File: config.mk
export PLATFORM = sky130hd
export DESIGN_NAME = dshp_host
export DESIGN_NICKNAME = d
export VERILOG_FILES = /design/src/dshp_pkg.sv /design/src/dshp_sync.sv /design/src/dshp_host.sv
export SDC_FILE = /design/constraint.sdc
export NUM_CORES = 1
export LEC_CHECK = 0
export ABC_CLOCK_PERIOD_IN_PS = 5380
export BUFFER_PORTS_ARGS = -buffer_cell sky130_fd_sc_hd__buf_2
export CAP_MARGIN = 20
export CORE_ASPECT_RATIO = 0.9
export CORE_MARGIN = 3
export CORE_UTILIZATION = 25
export CTS_CLUSTER_DIAMETER = 80
export DETAILED_ROUTE_END_ITERATION = 7
export PLACE_DENSITY = 0.43
export RECOVER_POWER = 100
export SYNTH_ARGS = -nofsm -noshare
export SYNTH_HDL_FRONTEND = slang
export SYNTH_SLANG_ARGS = --single-unit
File: constraint.sdc
create_clock -name sys_clk -period 5.38 [get_ports sys_clk]
set_input_delay 1.076 -clock sys_clk [delete_from_list [all_inputs] [get_ports sys_clk]]
set_output_delay 1.076 -clock sys_clk [all_outputs]
set_load 0.02 [all_outputs]
File: src/dshp_pkg.sv
// Constants shared by the dual-style host port controller.
package dshp_pkg;

    // Device register map
    localparam logic [7:0] DSHP_CHIP_ACCESS_CONTROL_ADDR = 8'h02;
    localparam logic [7:0] DSHP_FIRST_FORBIDDEN_ADDR = 8'hE8;
    localparam logic [7:0] DSHP_LAST_FORBIDDEN_ADDR = 8'hFF;
    localparam int DSHP_CHIP_ID_LSB = 0;
    localparam int DSHP_CHIP_ID_WIDTH = 4;
    localparam logic [7:0] DSHP_CHIP_ACCESS_CONTROL_RESET = 8'h00;

    // Widths
    localparam int DSHP_ADDR_WIDTH = 8;
    localparam int DSHP_DATA_WIDTH = 16;
    localparam int DSHP_LANES = 2;

    // Port clock: system clock divided down, well below 100 MHz
    localparam int DSHP_SYS_CLK_PERIOD_NS = 25;
    localparam int DSHP_PORT_CLK_DIV = 4;
    localparam int DSHP_DIV_WIDTH = 2;
    localparam logic [1:0] DSHP_DIV_LAST = 2'h3;
    localparam logic [1:0] DSHP_DIV_HIGH = 2'h2;

    // Longest wait for a handshake edge before giving up
    localparam int DSHP_TIMEOUT_NS = 50000;
    localparam int DSHP_TIMEOUT_CYC = DSHP_TIMEOUT_NS / DSHP_SYS_CLK_PERIOD_NS;
    localparam int DSHP_TIMER_WIDTH = 12;

    // Bus style and serial select strap levels
    localparam logic DSHP_STYLE_SEPARATE = 1'b0;
    localparam logic DSHP_STYLE_SINGLE = 1'b1;
    localparam logic DSHP_SERIAL_SELECT_PARALLEL = 1'b0;

    typedef enum logic [2:0] {
        DSHP_IDLE      = 3'h0,
        DSHP_SETUP     = 3'h1,
        DSHP_SELECT    = 3'h3,
        DSHP_WAIT_BUSY = 3'h2,
        DSHP_WAIT_DONE = 3'h6,
        DSHP_RELEASE   = 3'h7,
        DSHP_WAIT_IDLE = 3'h5
    } dshp_state_t;

endpackage

File: src/dshp_sync.sv
// Two-flop synchroniser for signals arriving from the device pins.
module dshp_sync #(
    parameter int WIDTH = 1,
    parameter logic [WIDTH-1:0] RESET_VALUE = '0
) (
    input wire logic sys_clk,
    input wire logic sys_rst,
    input wire logic [WIDTH-1:0] async_in,
    output logic [WIDTH-1:0] sync_out
);

    logic [WIDTH-1:0] meta_q;

    always_ff @(posedge sys_clk or posedge sys_rst) begin
        if (sys_rst) begin
            meta_q <= RESET_VALUE;
            sync_out <= RESET_VALUE;
        end else begin
            meta_q <= async_in;
            sync_out <= meta_q;
        end
    end

endmodule

File: src/dshp_host.sv
// Host controller driving the device's parallel programming port in either bus style.
module dshp_host
    import dshp_pkg::*;
(
    input wire logic sys_clk,
    input wire logic sys_rst,
    // User side
    input wire logic cmd_valid,
    input wire logic cmd_write,
    input wire logic [DSHP_ADDR_WIDTH-1:0] cmd_addr,
    input wire logic [DSHP_DATA_WIDTH-1:0] cmd_wdata,
    input wire logic cmd_wide,
    input wire logic style_select,
    input wire logic device_reset_request,
    output logic cmd_ready,
    output logic rsp_valid,
    output logic rsp_error,
    output logic [DSHP_DATA_WIDTH-1:0] rsp_rdata,
    // Device side
    output logic host_port_clock,
    output logic device_reset_n,
    output logic serial_select_strap,
    output logic bus_style_strap,
    output logic [DSHP_ADDR_WIDTH-1:0] port_addr,
    output logic [DSHP_DATA_WIDTH-1:0] port_data_out,
    output logic [DSHP_LANES-1:0] port_data_oe,
    input wire logic [DSHP_DATA_WIDTH-1:0] port_data_in,
    output logic chip_select_n,
    output logic write_or_rw_n,
    output logic read_or_data_strobe_n,
    input wire logic transfer_ack_n
);

    logic [DSHP_DIV_WIDTH-1:0] div_q;
    logic tick;
    dshp_state_t state_q;
    logic style_q;
    logic write_q;
    logic wide_q;
    logic [DSHP_TIMER_WIDTH-1:0] timer_q;
    logic timed_out;
    logic hs_line;
    logic [DSHP_DATA_WIDTH-1:0] data_sync;
    logic forbidden;
    logic done_seen;

    // The handshake is open drain with a pull-up, so idle reads as high
    dshp_sync #(
        .WIDTH(1),
        .RESET_VALUE(1'b1)
    ) u_sync_hs (
        .sys_clk(sys_clk),
        .sys_rst(sys_rst),
        .async_in(transfer_ack_n),
        .sync_out(hs_line)
    );

    dshp_sync #(
        .WIDTH(DSHP_DATA_WIDTH),
        .RESET_VALUE('0)
    ) u_sync_data (
        .sys_clk(sys_clk),
        .sys_rst(sys_rst),
        .async_in(port_data_in),
        .sync_out(data_sync)
    );

    // Port clock from a free-running divider; select, strobes and data enables change only at its falling edge,
    // giving half a port period of setup before the device samples on the rising edge.
    always_ff @(posedge sys_clk or posedge sys_rst) begin
        if (sys_rst) begin
            div_q <= '0;
        end else begin
            div_q <= div_q + 2'h1;
        end
    end

    assign tick = (div_q == DSHP_DIV_LAST);

    always_ff @(posedge sys_clk or posedge sys_rst) begin
        if (sys_rst) begin
            host_port_clock <= 1'b0;
        end else begin
            host_port_clock <= (div_q + 2'h1) >= DSHP_DIV_HIGH;
        end
    end

    // Straps and device reset; style is only retaken while the port is idle
    always_ff @(posedge sys_clk or posedge sys_rst) begin
        if (sys_rst) begin
            serial_select_strap <= DSHP_SERIAL_SELECT_PARALLEL;
            bus_style_strap <= DSHP_STYLE_SEPARATE;
            style_q <= DSHP_STYLE_SEPARATE;
            device_reset_n <= 1'b0;
        end else begin
            serial_select_strap <= DSHP_SERIAL_SELECT_PARALLEL;
            device_reset_n <= ~device_reset_request;
            if (state_q == DSHP_IDLE) begin
                style_q <= style_select;
                bus_style_strap <= style_select;
            end
        end
    end

    assign forbidden = (cmd_addr >= DSHP_FIRST_FORBIDDEN_ADDR) && (cmd_addr <= DSHP_LAST_FORBIDDEN_ADDR);

    // Completion level differs per style: ready returns high, acknowledge goes low
    assign done_seen = (style_q == DSHP_STYLE_SEPARATE) ? hs_line : ~hs_line;

    assign timed_out = (timer_q == DSHP_TIMER_WIDTH'(DSHP_TIMEOUT_CYC - 1));

    // Watchdog: a device whose chip ID does not match never handshakes, so the
    // host would otherwise wait forever. Restarts whenever the waiting states are left.
    always_ff @(posedge sys_clk or posedge sys_rst) begin
        if (sys_rst) begin
            timer_q <= '0;
        end else if (state_q == DSHP_WAIT_BUSY || state_q == DSHP_WAIT_DONE || state_q == DSHP_WAIT_IDLE) begin
            if (!timed_out) begin
                timer_q <= timer_q + 12'h001;
            end
        end else begin
            timer_q <= '0;
        end
    end

    // Access sequencer
    always_ff @(posedge sys_clk or posedge sys_rst) begin
        if (sys_rst) begin
            state_q <= DSHP_IDLE;
            write_q <= 1'b0;
            wide_q <= 1'b0;
        end else begin
            unique case (state_q)
                DSHP_IDLE: begin
                    if (cmd_valid && cmd_ready && !forbidden && device_reset_n) begin
                        write_q <= cmd_write;
                        wide_q <= cmd_wide;
                        state_q <= DSHP_SETUP;
                    end
                end
                DSHP_SETUP: begin
                    if (tick) begin
                        state_q <= DSHP_SELECT;
                    end
                end
                DSHP_SELECT: begin
                    if (tick) begin
                        state_q <= (style_q == DSHP_STYLE_SEPARATE) ? DSHP_WAIT_BUSY : DSHP_WAIT_DONE;
                    end
                end
                DSHP_WAIT_BUSY: begin
                    if (timed_out) begin
                        state_q <= DSHP_RELEASE;
                    end else if (!hs_line) begin
                        state_q <= DSHP_WAIT_DONE;
                    end
                end
                DSHP_WAIT_DONE: begin
                    if (timed_out || done_seen) begin
                        state_q <= DSHP_RELEASE;
                    end
                end
                DSHP_RELEASE: begin
                    if (tick) begin
                        state_q <= DSHP_WAIT_IDLE;
                    end
                end
                DSHP_WAIT_IDLE: begin
                    // Acknowledge must be back high before the next access
                    if (hs_line || timed_out) begin
                        state_q <= DSHP_IDLE;
                    end
                end
                default: begin
                    state_q <= DSHP_IDLE;
                end
            endcase
        end
    end

    // Address, data and strobe pins
    always_ff @(posedge sys_clk or posedge sys_rst) begin
        if (sys_rst) begin
            port_addr <= '0;
            port_data_out <= '0;
            port_data_oe <= '0;
            chip_select_n <= 1'b1;
            write_or_rw_n <= 1'b1;
            read_or_data_strobe_n <= 1'b1;
        end else begin
            if (state_q == DSHP_IDLE && cmd_valid && cmd_ready && !forbidden && device_reset_n) begin
                port_addr <= cmd_addr;
                port_data_out <= cmd_wide ? cmd_wdata : {8'h00, cmd_wdata[7:0]};
            end
            if (state_q == DSHP_SETUP && tick) begin
                if (write_q) begin
                    port_data_oe <= {wide_q, 1'b1};
                end else begin
                    port_data_oe <= '0;
                end
                if (style_q == DSHP_STYLE_SEPARATE) begin
                    write_or_rw_n <= ~write_q;
                    read_or_data_strobe_n <= write_q;
                end else begin
                    write_or_rw_n <= ~write_q;
                    read_or_data_strobe_n <= 1'b0;
                end
            end
            if (state_q == DSHP_SELECT && tick) begin
                chip_select_n <= 1'b0;
            end
            if (state_q == DSHP_RELEASE && tick) begin
                // Select and strobes rise together, which frees the acknowledge
                chip_select_n <= 1'b1;
                write_or_rw_n <= 1'b1;
                read_or_data_strobe_n <= 1'b1;
                port_data_oe <= '0;
            end
        end
    end

    // User handshake and read data (register values or output words alike)
    always_ff @(posedge sys_clk or posedge sys_rst) begin
        if (sys_rst) begin
            cmd_ready <= 1'b0;
            rsp_valid <= 1'b0;
            rsp_error <= 1'b0;
            rsp_rdata <= '0;
        end else begin
            rsp_valid <= 1'b0;
            cmd_ready <= (state_q == DSHP_IDLE) && !(cmd_valid && cmd_ready);
            if (state_q == DSHP_IDLE && cmd_valid && cmd_ready && (forbidden || !device_reset_n)) begin
                // Refused without touching the bus: forbidden addresses would hang it, and a device held in reset cannot answer
                rsp_valid <= 1'b1;
                rsp_error <= 1'b1;
                rsp_rdata <= '0;
            end
            if ((state_q == DSHP_WAIT_BUSY && timed_out) || (state_q == DSHP_WAIT_DONE && (timed_out || done_seen))) begin
                rsp_valid <= 1'b1;
                rsp_error <= timed_out;
                if (!write_q && !timed_out) begin
                    rsp_rdata <= wide_q ? data_sync : {8'h00, data_sync[7:0]};
                end else begin
                    rsp_rdata <= '0;
                end
            end
        end
    end

endmodule

# Word level (Yosys, flattened, before mapping)
# Index checks and enable logic that the tools add are counted.
dict set report classes {
  muxes 32
  bitwise 3
  n_eq_ne 16
  magnitude_cmp 3
  n_reduce_logical 33
  addsub 2
}
# operator n
set ops {}
lappend ops {{16-bit two-way mux} 5}
lappend ops {{3-bit two-way mux} 9}
lappend ops {{12-bit two-way mux} 2}
lappend ops {{3-bit one-hot mux with 7 select lines} 1}
lappend ops {{1-bit logical AND} 16}
lappend ops {{12-bit by 1-bit adder with 12-bit output, second input constant} 1}
lappend ops {{12-bit by 11-bit == test with 1-bit output, second input constant} 1}
lappend ops {{1-bit two-way mux} 12}
lappend ops {{3-bit == test, second input constant} 3}
lappend ops {{8-bit >= comparator, second input constant} 1}
lappend ops {{8-bit <= comparator, second input constant} 1}
lappend ops {{2-bit != test, second input constant} 4}
lappend ops {{7-bit AND reduction} 1}
lappend ops {{3-bit by 2-bit == test with 1-bit output, second input constant} 2}
lappend ops {{1-bit logical OR} 6}
lappend ops {{2-bit two-way mux} 3}
lappend ops {{2-bit by 1-bit != test with 1-bit output, second input constant} 3}
lappend ops {{2-bit nonzero test} 3}
lappend ops {{1-bit zero test} 5}
lappend ops {{3-bit by 1-bit == test with 1-bit output, second input constant} 1}
lappend ops {{3-bit zero test} 1}
lappend ops {{3-bit != test, second input constant} 1}
lappend ops {{1-bit inverter} 3}
lappend ops {{2-bit by 1-bit adder with 2-bit output, second input constant} 1}
lappend ops {{other kinds (3)} 3}
dict set report word_totals {
  ff_bits 104
  output_inout_bits 52
}

# Logic depth before layout (Yosys ltp)
dict set report depth {
  ltp_word 7
  mapped_depth 7
  ltp_nobuf 5
}

# Hierarchy
# Synthesis repeated with hierarchy kept, for this count alone.
dict set report unflattened {
  cells_unflattened 285
  hier_area_um2 3751.1
}
# module cells_per_inst instances area_each_um2 seq_area_each_um2
set by_module_without_submodules {}
lappend by_module_without_submodules {dshp_host 249 1 2890.3 1730.4}
lappend by_module_without_submodules {{dshp_sync (u_sync_data)} 33 1 804.5 800.8}
lappend by_module_without_submodules {{dshp_sync (u_sync_hs)} 3 1 56.3 52.6}

# Worst setup path before layout
# No wires, ideal clock.
dict set report synth_timing {
  path_kind {input-to-reg}
  from {input cmd_addr[3]}
  to {register port_addr[0]}
  n_path_buf 2
  required_time_ns 5.255
  arrival_ns 2.359
  stages 5
  setup_slack_ns 2.896
  setup_time_ns 0.125
  path_cell_list {o2111ai_1 or4b_4 buf_6 buf_12 mux2_4}
}
dict set report synth_via {
  elab_chain_len 5
  word_cells_on_any_way 6
}
# element line
set synth_rtl {}
lappend synth_rtl {{start, declared} dshp_host.sv:10} ;# input wire logic [DSHP_ADDR_WIDTH-1:0] cmd_addr,
lappend synth_rtl {{8-bit >= comparator / 8-bit <= comparator (equally long branches)} dshp_host.sv:105} ;# assign forbidden = (cmd_addr >= DSHP_FIRST_FORBIDDEN_ADDR) && (cmd_addr <= DSHP_LAST_FORBIDDEN_ADDR);
lappend synth_rtl {{1-bit logical AND *} dshp_host.sv:105}
lappend synth_rtl {{1-bit zero test *} dshp_host.sv:191} ;# if (state_q == DSHP_IDLE && cmd_valid && cmd_ready && !forbidden && device_reset_n) begin
lappend synth_rtl {{1-bit logical AND * (2 in a row)} dshp_host.sv:191}
lappend synth_rtl {{end signal, assigned} dshp_host.sv:192} ;# port_addr <= cmd_addr;
lappend synth_rtl {{end, declared} dshp_host.sv:24} ;# output logic [DSHP_ADDR_WIDTH-1:0] port_addr,
# Mark *: on every way between the ends. The rest lies on a longest branch, timed or not.
# A chain may end at the register's enable or synchronous reset.

==> run summary <==
RUN STATUS
-------------------------------------------------------------------------------------------
Outcome                                                                        finished with violations
Violated checks                                                                max-capacitance violations, max-slew violations

SETUP PATH
-------------------------------------------------------------------------------------------
FF-to-FF setup slack                                                                2.54 ns
Capture instance of the worst register-to-register path                        rsp_rdata[8]$_DFFE_PP0P_
Setup crit end kind                                                            asynchronous set/reset pin
Data required time at the worst endpoint                                            5.71 ns
Slowest library cell on the worst path                                         sky130_fd_sc_hd__clkinvlp_2
Crit path launch type                                                            input port
Type of the setup path with the least slack                                     in -> async
Maximum fanout count along the critical path                                             66
Endpoint arrival time on the critical path                                          3.78 ns
Biggest cell delay along the critical path                                          1.57 ns
Critical path depth                                                                       3
Worst Reg-to-Reg Cells                                                                    4
Worst path cell trace                                                          buf_2, clkinvlp_2, clkbuf_2
CP bufs+invs                                                                              3
Top delay family on crit path                                                  buffers and inverters

LAYOUT
-------------------------------------------------------------------------------------------
Fin nets                                                                                441
Share of post-route cells with drive strength above 1                                 18.7%
Number of filler cells placed in the layout                                            1578
Final Instance Area                                                            0.00468 sq mm
Layout Area Growth over Synthesis                                                     20.7%
Most common cell after layout, fill and taps aside                             sky130_fd_sc_hd__dfrtp_1
Leading cell types in the layout, fill and taps excluded                       sky130_fd_sc_hd__dfrtp_1, sky130_fd_sc_hd__clkbuf_1, sky130_fd_sc_hd__buf_2
Ant. Diodes                                                                               0

PLACED DESIGN
-------------------------------------------------------------------------------------------
Detailed Place HPWL                                                                 5.97 mm
Placed inst area                                                               0.00454 sq mm
Input/output buffers                                                                     98
Gpl congestion                                                                        0.716

FLOORPLAN
-------------------------------------------------------------------------------------------
Number of placement rows                                                                 42
Effective utilization at floorplan                                                    26.0%
Die extent in x                                                                 137 microns
Vertical extent of the die                                                      124 microns
Die Outline Area                                                               0.0170 sq mm
Area of the core                                                               0.0149 sq mm
# IOs                                                                                   100

PWR
-------------------------------------------------------------------------------------------
Cell Int Power                                                                      1.52 mW
Combinational Power Share                                                             27.1%
Clock power frac                                                                      26.1%
Pwr Density                                                                     515 mW/mm^2
P_leak                                                                              2.11 nW
Switching Power                                                                    0.892 mW
Sequential power share                                                                46.8%
Sw Ratio                                                                              37.0%
Maximum vdd drop                                                                   0.205 mV

SYNTH
-------------------------------------------------------------------------------------------
Top cell type by total area after synthesis                                    sky130_fd_sc_hd__dfrtp_1
#FFs+latches synth                                                                      103
Synth Flop Type                                                                sky130_fd_sc_hd__dfrtp_1
Fraction of post-synthesis cell area in the top cell type by area                     63.2%
Post-synthesis cell area                                                       0.00388 sq mm
Number of different library cells in the post-synthesis netlist                          49
Async set or reset register ratio after synthesis                                      100%
Synthesized netlist net count                                                           345
Post-Syn Area per Cell                                                           13.1 sq um
Largest cells by area after synthesis                                          sky130_fd_sc_hd__dfrtp_1, sky130_fd_sc_hd__mux2_4, sky130_fd_sc_hd__nand2_1
Count of flip-flops with a built-in enable after synthesis                                0
Count of yosys warnings during synthesis                                                  0
Instance count of the mapped netlist                                                    295
Part of the Yosys area used for sequential elements                                   66.6%

STA
-------------------------------------------------------------------------------------------
Unrepaired setup endpoints after global routing                                       false
Achievable frequency                                                                290 MHz
Post-route minimum period                                                           3.45 ns
Setup clock skew after layout                                                     0.0132 ns
Hold slack                                                                         0.345 ns
Number of endpoints failing setup at the final stage                                      0
Final count of pins violating max slew                                                   67
Fraction of the cycle the final worst path needs                                      64.1%
Number of hold violations in the final report                                             0
Headroom to the max-slew limit                                                       -88.3%
Setup Total Neg Slack                                                                  0 ns
Transition time of the tightest slew-check pin                                      2.81 ns

DETAILED ROUTING
-------------------------------------------------------------------------------------------
Antenna-violating nets left                                                               0
Number of design-rule violations left by the first detailed-router iteration            123
Routed wirelength normalized by instance count                                 14.7 microns
Final Routed Wirelength                                                             8.70 mm
Drt via density                                                                        4.30
Count of unresolved DRC violations after routing                                          0
DR vias                                                                                2548
Iteration count of the initial detailed-routing pass                                      4

GLOBAL ROUTING
-------------------------------------------------------------------------------------------
Number of antenna violations at the first check in global routing                         0
Number of global-route vias before repair                                              2639
Wire length of the first global-routing pass                                        13.7 mm
Overall fraction of global-route tracks in use                                        10.7%
Largest net degree at the start of global routing                                        67
GRT overflow                                                                              0

CTS
-------------------------------------------------------------------------------------------
Number of H-tree levels                                                                   3
Buffer depth of the longest clock path                                                    2
Post-cts repair resize count                                                              0
Clock latency reported for the late side of the worst-skew pair                     0.35 ns
Number of buffers inserted by hold repair at cts                                          0
Clock-pin transition on the worst setup and hold timing paths                       0.08 ns
Sink Count                                                                              103
Num CTS Buffers                                                                           9
Total setup buffers inserted after CTS                                                    0
Clock tree from TritonCTS                                                             built
Buffer type at the clock tree root                                             sky130_fd_sc_hd__clkbuf_16

MIN PATH
-------------------------------------------------------------------------------------------
Worst hold path cell count                                                                0
Worst Hold End                                                                 u_sync_data.sync_out[1]$_DFF_PP0_
Worst min path class                                                             reg -> reg
Worst hold start                                                               u_sync_data.meta_q[1]$_DFF_PP0_

RUN
-------------------------------------------------------------------------------------------
Max-capacitance violation count                                                           1

routing by layer:
layer,part of all wire (%),vias up,global-route usage (%)
met5,0,-,0
met4,1.5,0,4.36
met3,6.3,7,4.08
met2,44,71,15.9
met1,48,1244,13.9
li1,-,1226,-
metrics by stage:
| step | power, mW | setup slack, ns | std cells | utilization [%] |
|---|---|---|---|---|
| after floorplan | 1.61 | 1.61 | 295 | - |
| after global placement | 1.88 | 2.59 | 578 | 30.4 |
| after detailed placement | 1.89 | 2.44 | 578 | 30.4 |
| after CTS | 2.53 | 2.43 | 593 | 32.3 |
| after global routing | 2.57 | 1.31 | 593 | 31.4 |
| final | 2.41 | 1.93 | 593 | 31.4 |
cell usage after synthesis, types with 2 or more instances:
master,count
sky130_fd_sc_hd__nand3_1,6
sky130_fd_sc_hd__xor2_1,5
sky130_fd_sc_hd__and4_1,2
sky130_fd_sc_hd__mux2_2,5
sky130_fd_sc_hd__a31oi_1,3
sky130_fd_sc_hd__a22oi_1,2
sky130_fd_sc_hd__dfstp_2,5
sky130_fd_sc_hd__and3_1,4
sky130_fd_sc_hd__inv_1,7
sky130_fd_sc_hd__o22a_1,2
sky130_fd_sc_hd__dfrtp_1,98
sky130_fd_sc_hd__a32o_1,10
sky130_fd_sc_hd__nor2b_1,2
sky130_fd_sc_hd__a21o_1,2
sky130_fd_sc_hd__and2_1,2
sky130_fd_sc_hd__ha_1,2
sky130_fd_sc_hd__nand2_1,44
sky130_fd_sc_hd__mux2_4,14
sky130_fd_sc_hd__or3_1,2
sky130_fd_sc_hd__buf_6,2
sky130_fd_sc_hd__o21ai_0,13
sky130_fd_sc_hd__xnor2_1,3
sky130_fd_sc_hd__nor3_1,2
sky130_fd_sc_hd__a31o_2,2
sky130_fd_sc_hd__nor2_1,12
sky130_fd_sc_hd__clkbuf_1,8
sky130_fd_sc_hd__a32oi_1,2
sky130_fd_sc_hd__a21oi_1,5
sky130_fd_sc_hd__o22ai_1,8
sky130_fd_sc_hd__a2bb2oi_1,2
registers in the layout, summed over array words and instances (netlist names), named ones only:
register,count
cmd_ready,1
rsp_valid,1
port_addr,8
write_or_rw_n,1
rsp_error,1
u_sync_hs.meta_q,1
read_or_data_strobe_n,1
u_sync_data.meta_q,16
chip_select_n,1
style_q,1
port_data_out,16
u_sync_hs.sync_out,1
div_q,2
device_reset_n,1
state_q,2
port_data_oe,2
write_q,1
wide_q,1
timer_q,12
u_sync_data.sync_out,16
rsp_rdata,16
worst register-to-register path: stages, from the launching register on:
cell                      delay, ns
sky130_fd_sc_hd__dfrtp_1       0.61
sky130_fd_sc_hd__nor2b_1       0.38
sky130_fd_sc_hd__nand3_1       0.61
sky130_fd_sc_hd__nor3_1        0.96
sky130_fd_sc_hd__a32o_1        0.22
power groups by stage:
| stage | registers, mW | clock network, mW | logic (mW) |
|---|---|---|---|
| 4_1_cts | 1.13 | 0.654 | 0.744 |
| 3_3_place_gp | 1.15 | 0 | 0.732 |
| 3_5_place_dp | 1.14 | 0 | 0.744 |
| 2_1_floorplan | 1.28 | 0 | 0.325 |
| 6_report | 1.13 | 0.629 | 0.652 |
| 5_1_grt | 1.16 | 0.685 | 0.723 |
how the worst max path moves through the flow:
stage | start | end | slack [ns]
final | sys_rst | style_q$_DFFE_PP0P_ | 1.93
after global routing | sys_rst | style_q$_DFFE_PP0P_ | 1.31
after CTS | flop | rsp_rdata[8]$_DFFE_PP0P_ | 2.43
after detailed placement | flop | rsp_rdata[13]$_DFFE_PP0P_ | 2.44
after global placement | cmd_addr[3] | port_data_out[3]$_DFFE_PP0P_ | 2.59
after floorplan | sys_rst | asynchronous set/reset pin | 1.61
cells by family after synthesis:
logic type / count (synthesis) / synth area share, %
compound gates: 58 / 10.8
xor+xnor: 8 / 1.81
fa+ha+maj: 2 / 0.645
buf+inv: 21 / 2.97
flops: 103 / 66.6
mux: 20 / 7.13
other cells: 1 / 0.0967
simple gates: 82 / 9.94
layout make-up:
type	instances	area (sq um)	share of cell area, %
Clock buffer	9	225	4.81
Tap cell	198	248	5.29
Sequential cell	103	2580	55.2
Timing Repair Buffer	99	429	9.17
Clock inverter	6	51.3	1.10
Multi-Input combinational cell	171	1120	23.9
Inverter	7	27.5	0.588
(Power assumes the default switching activity.)
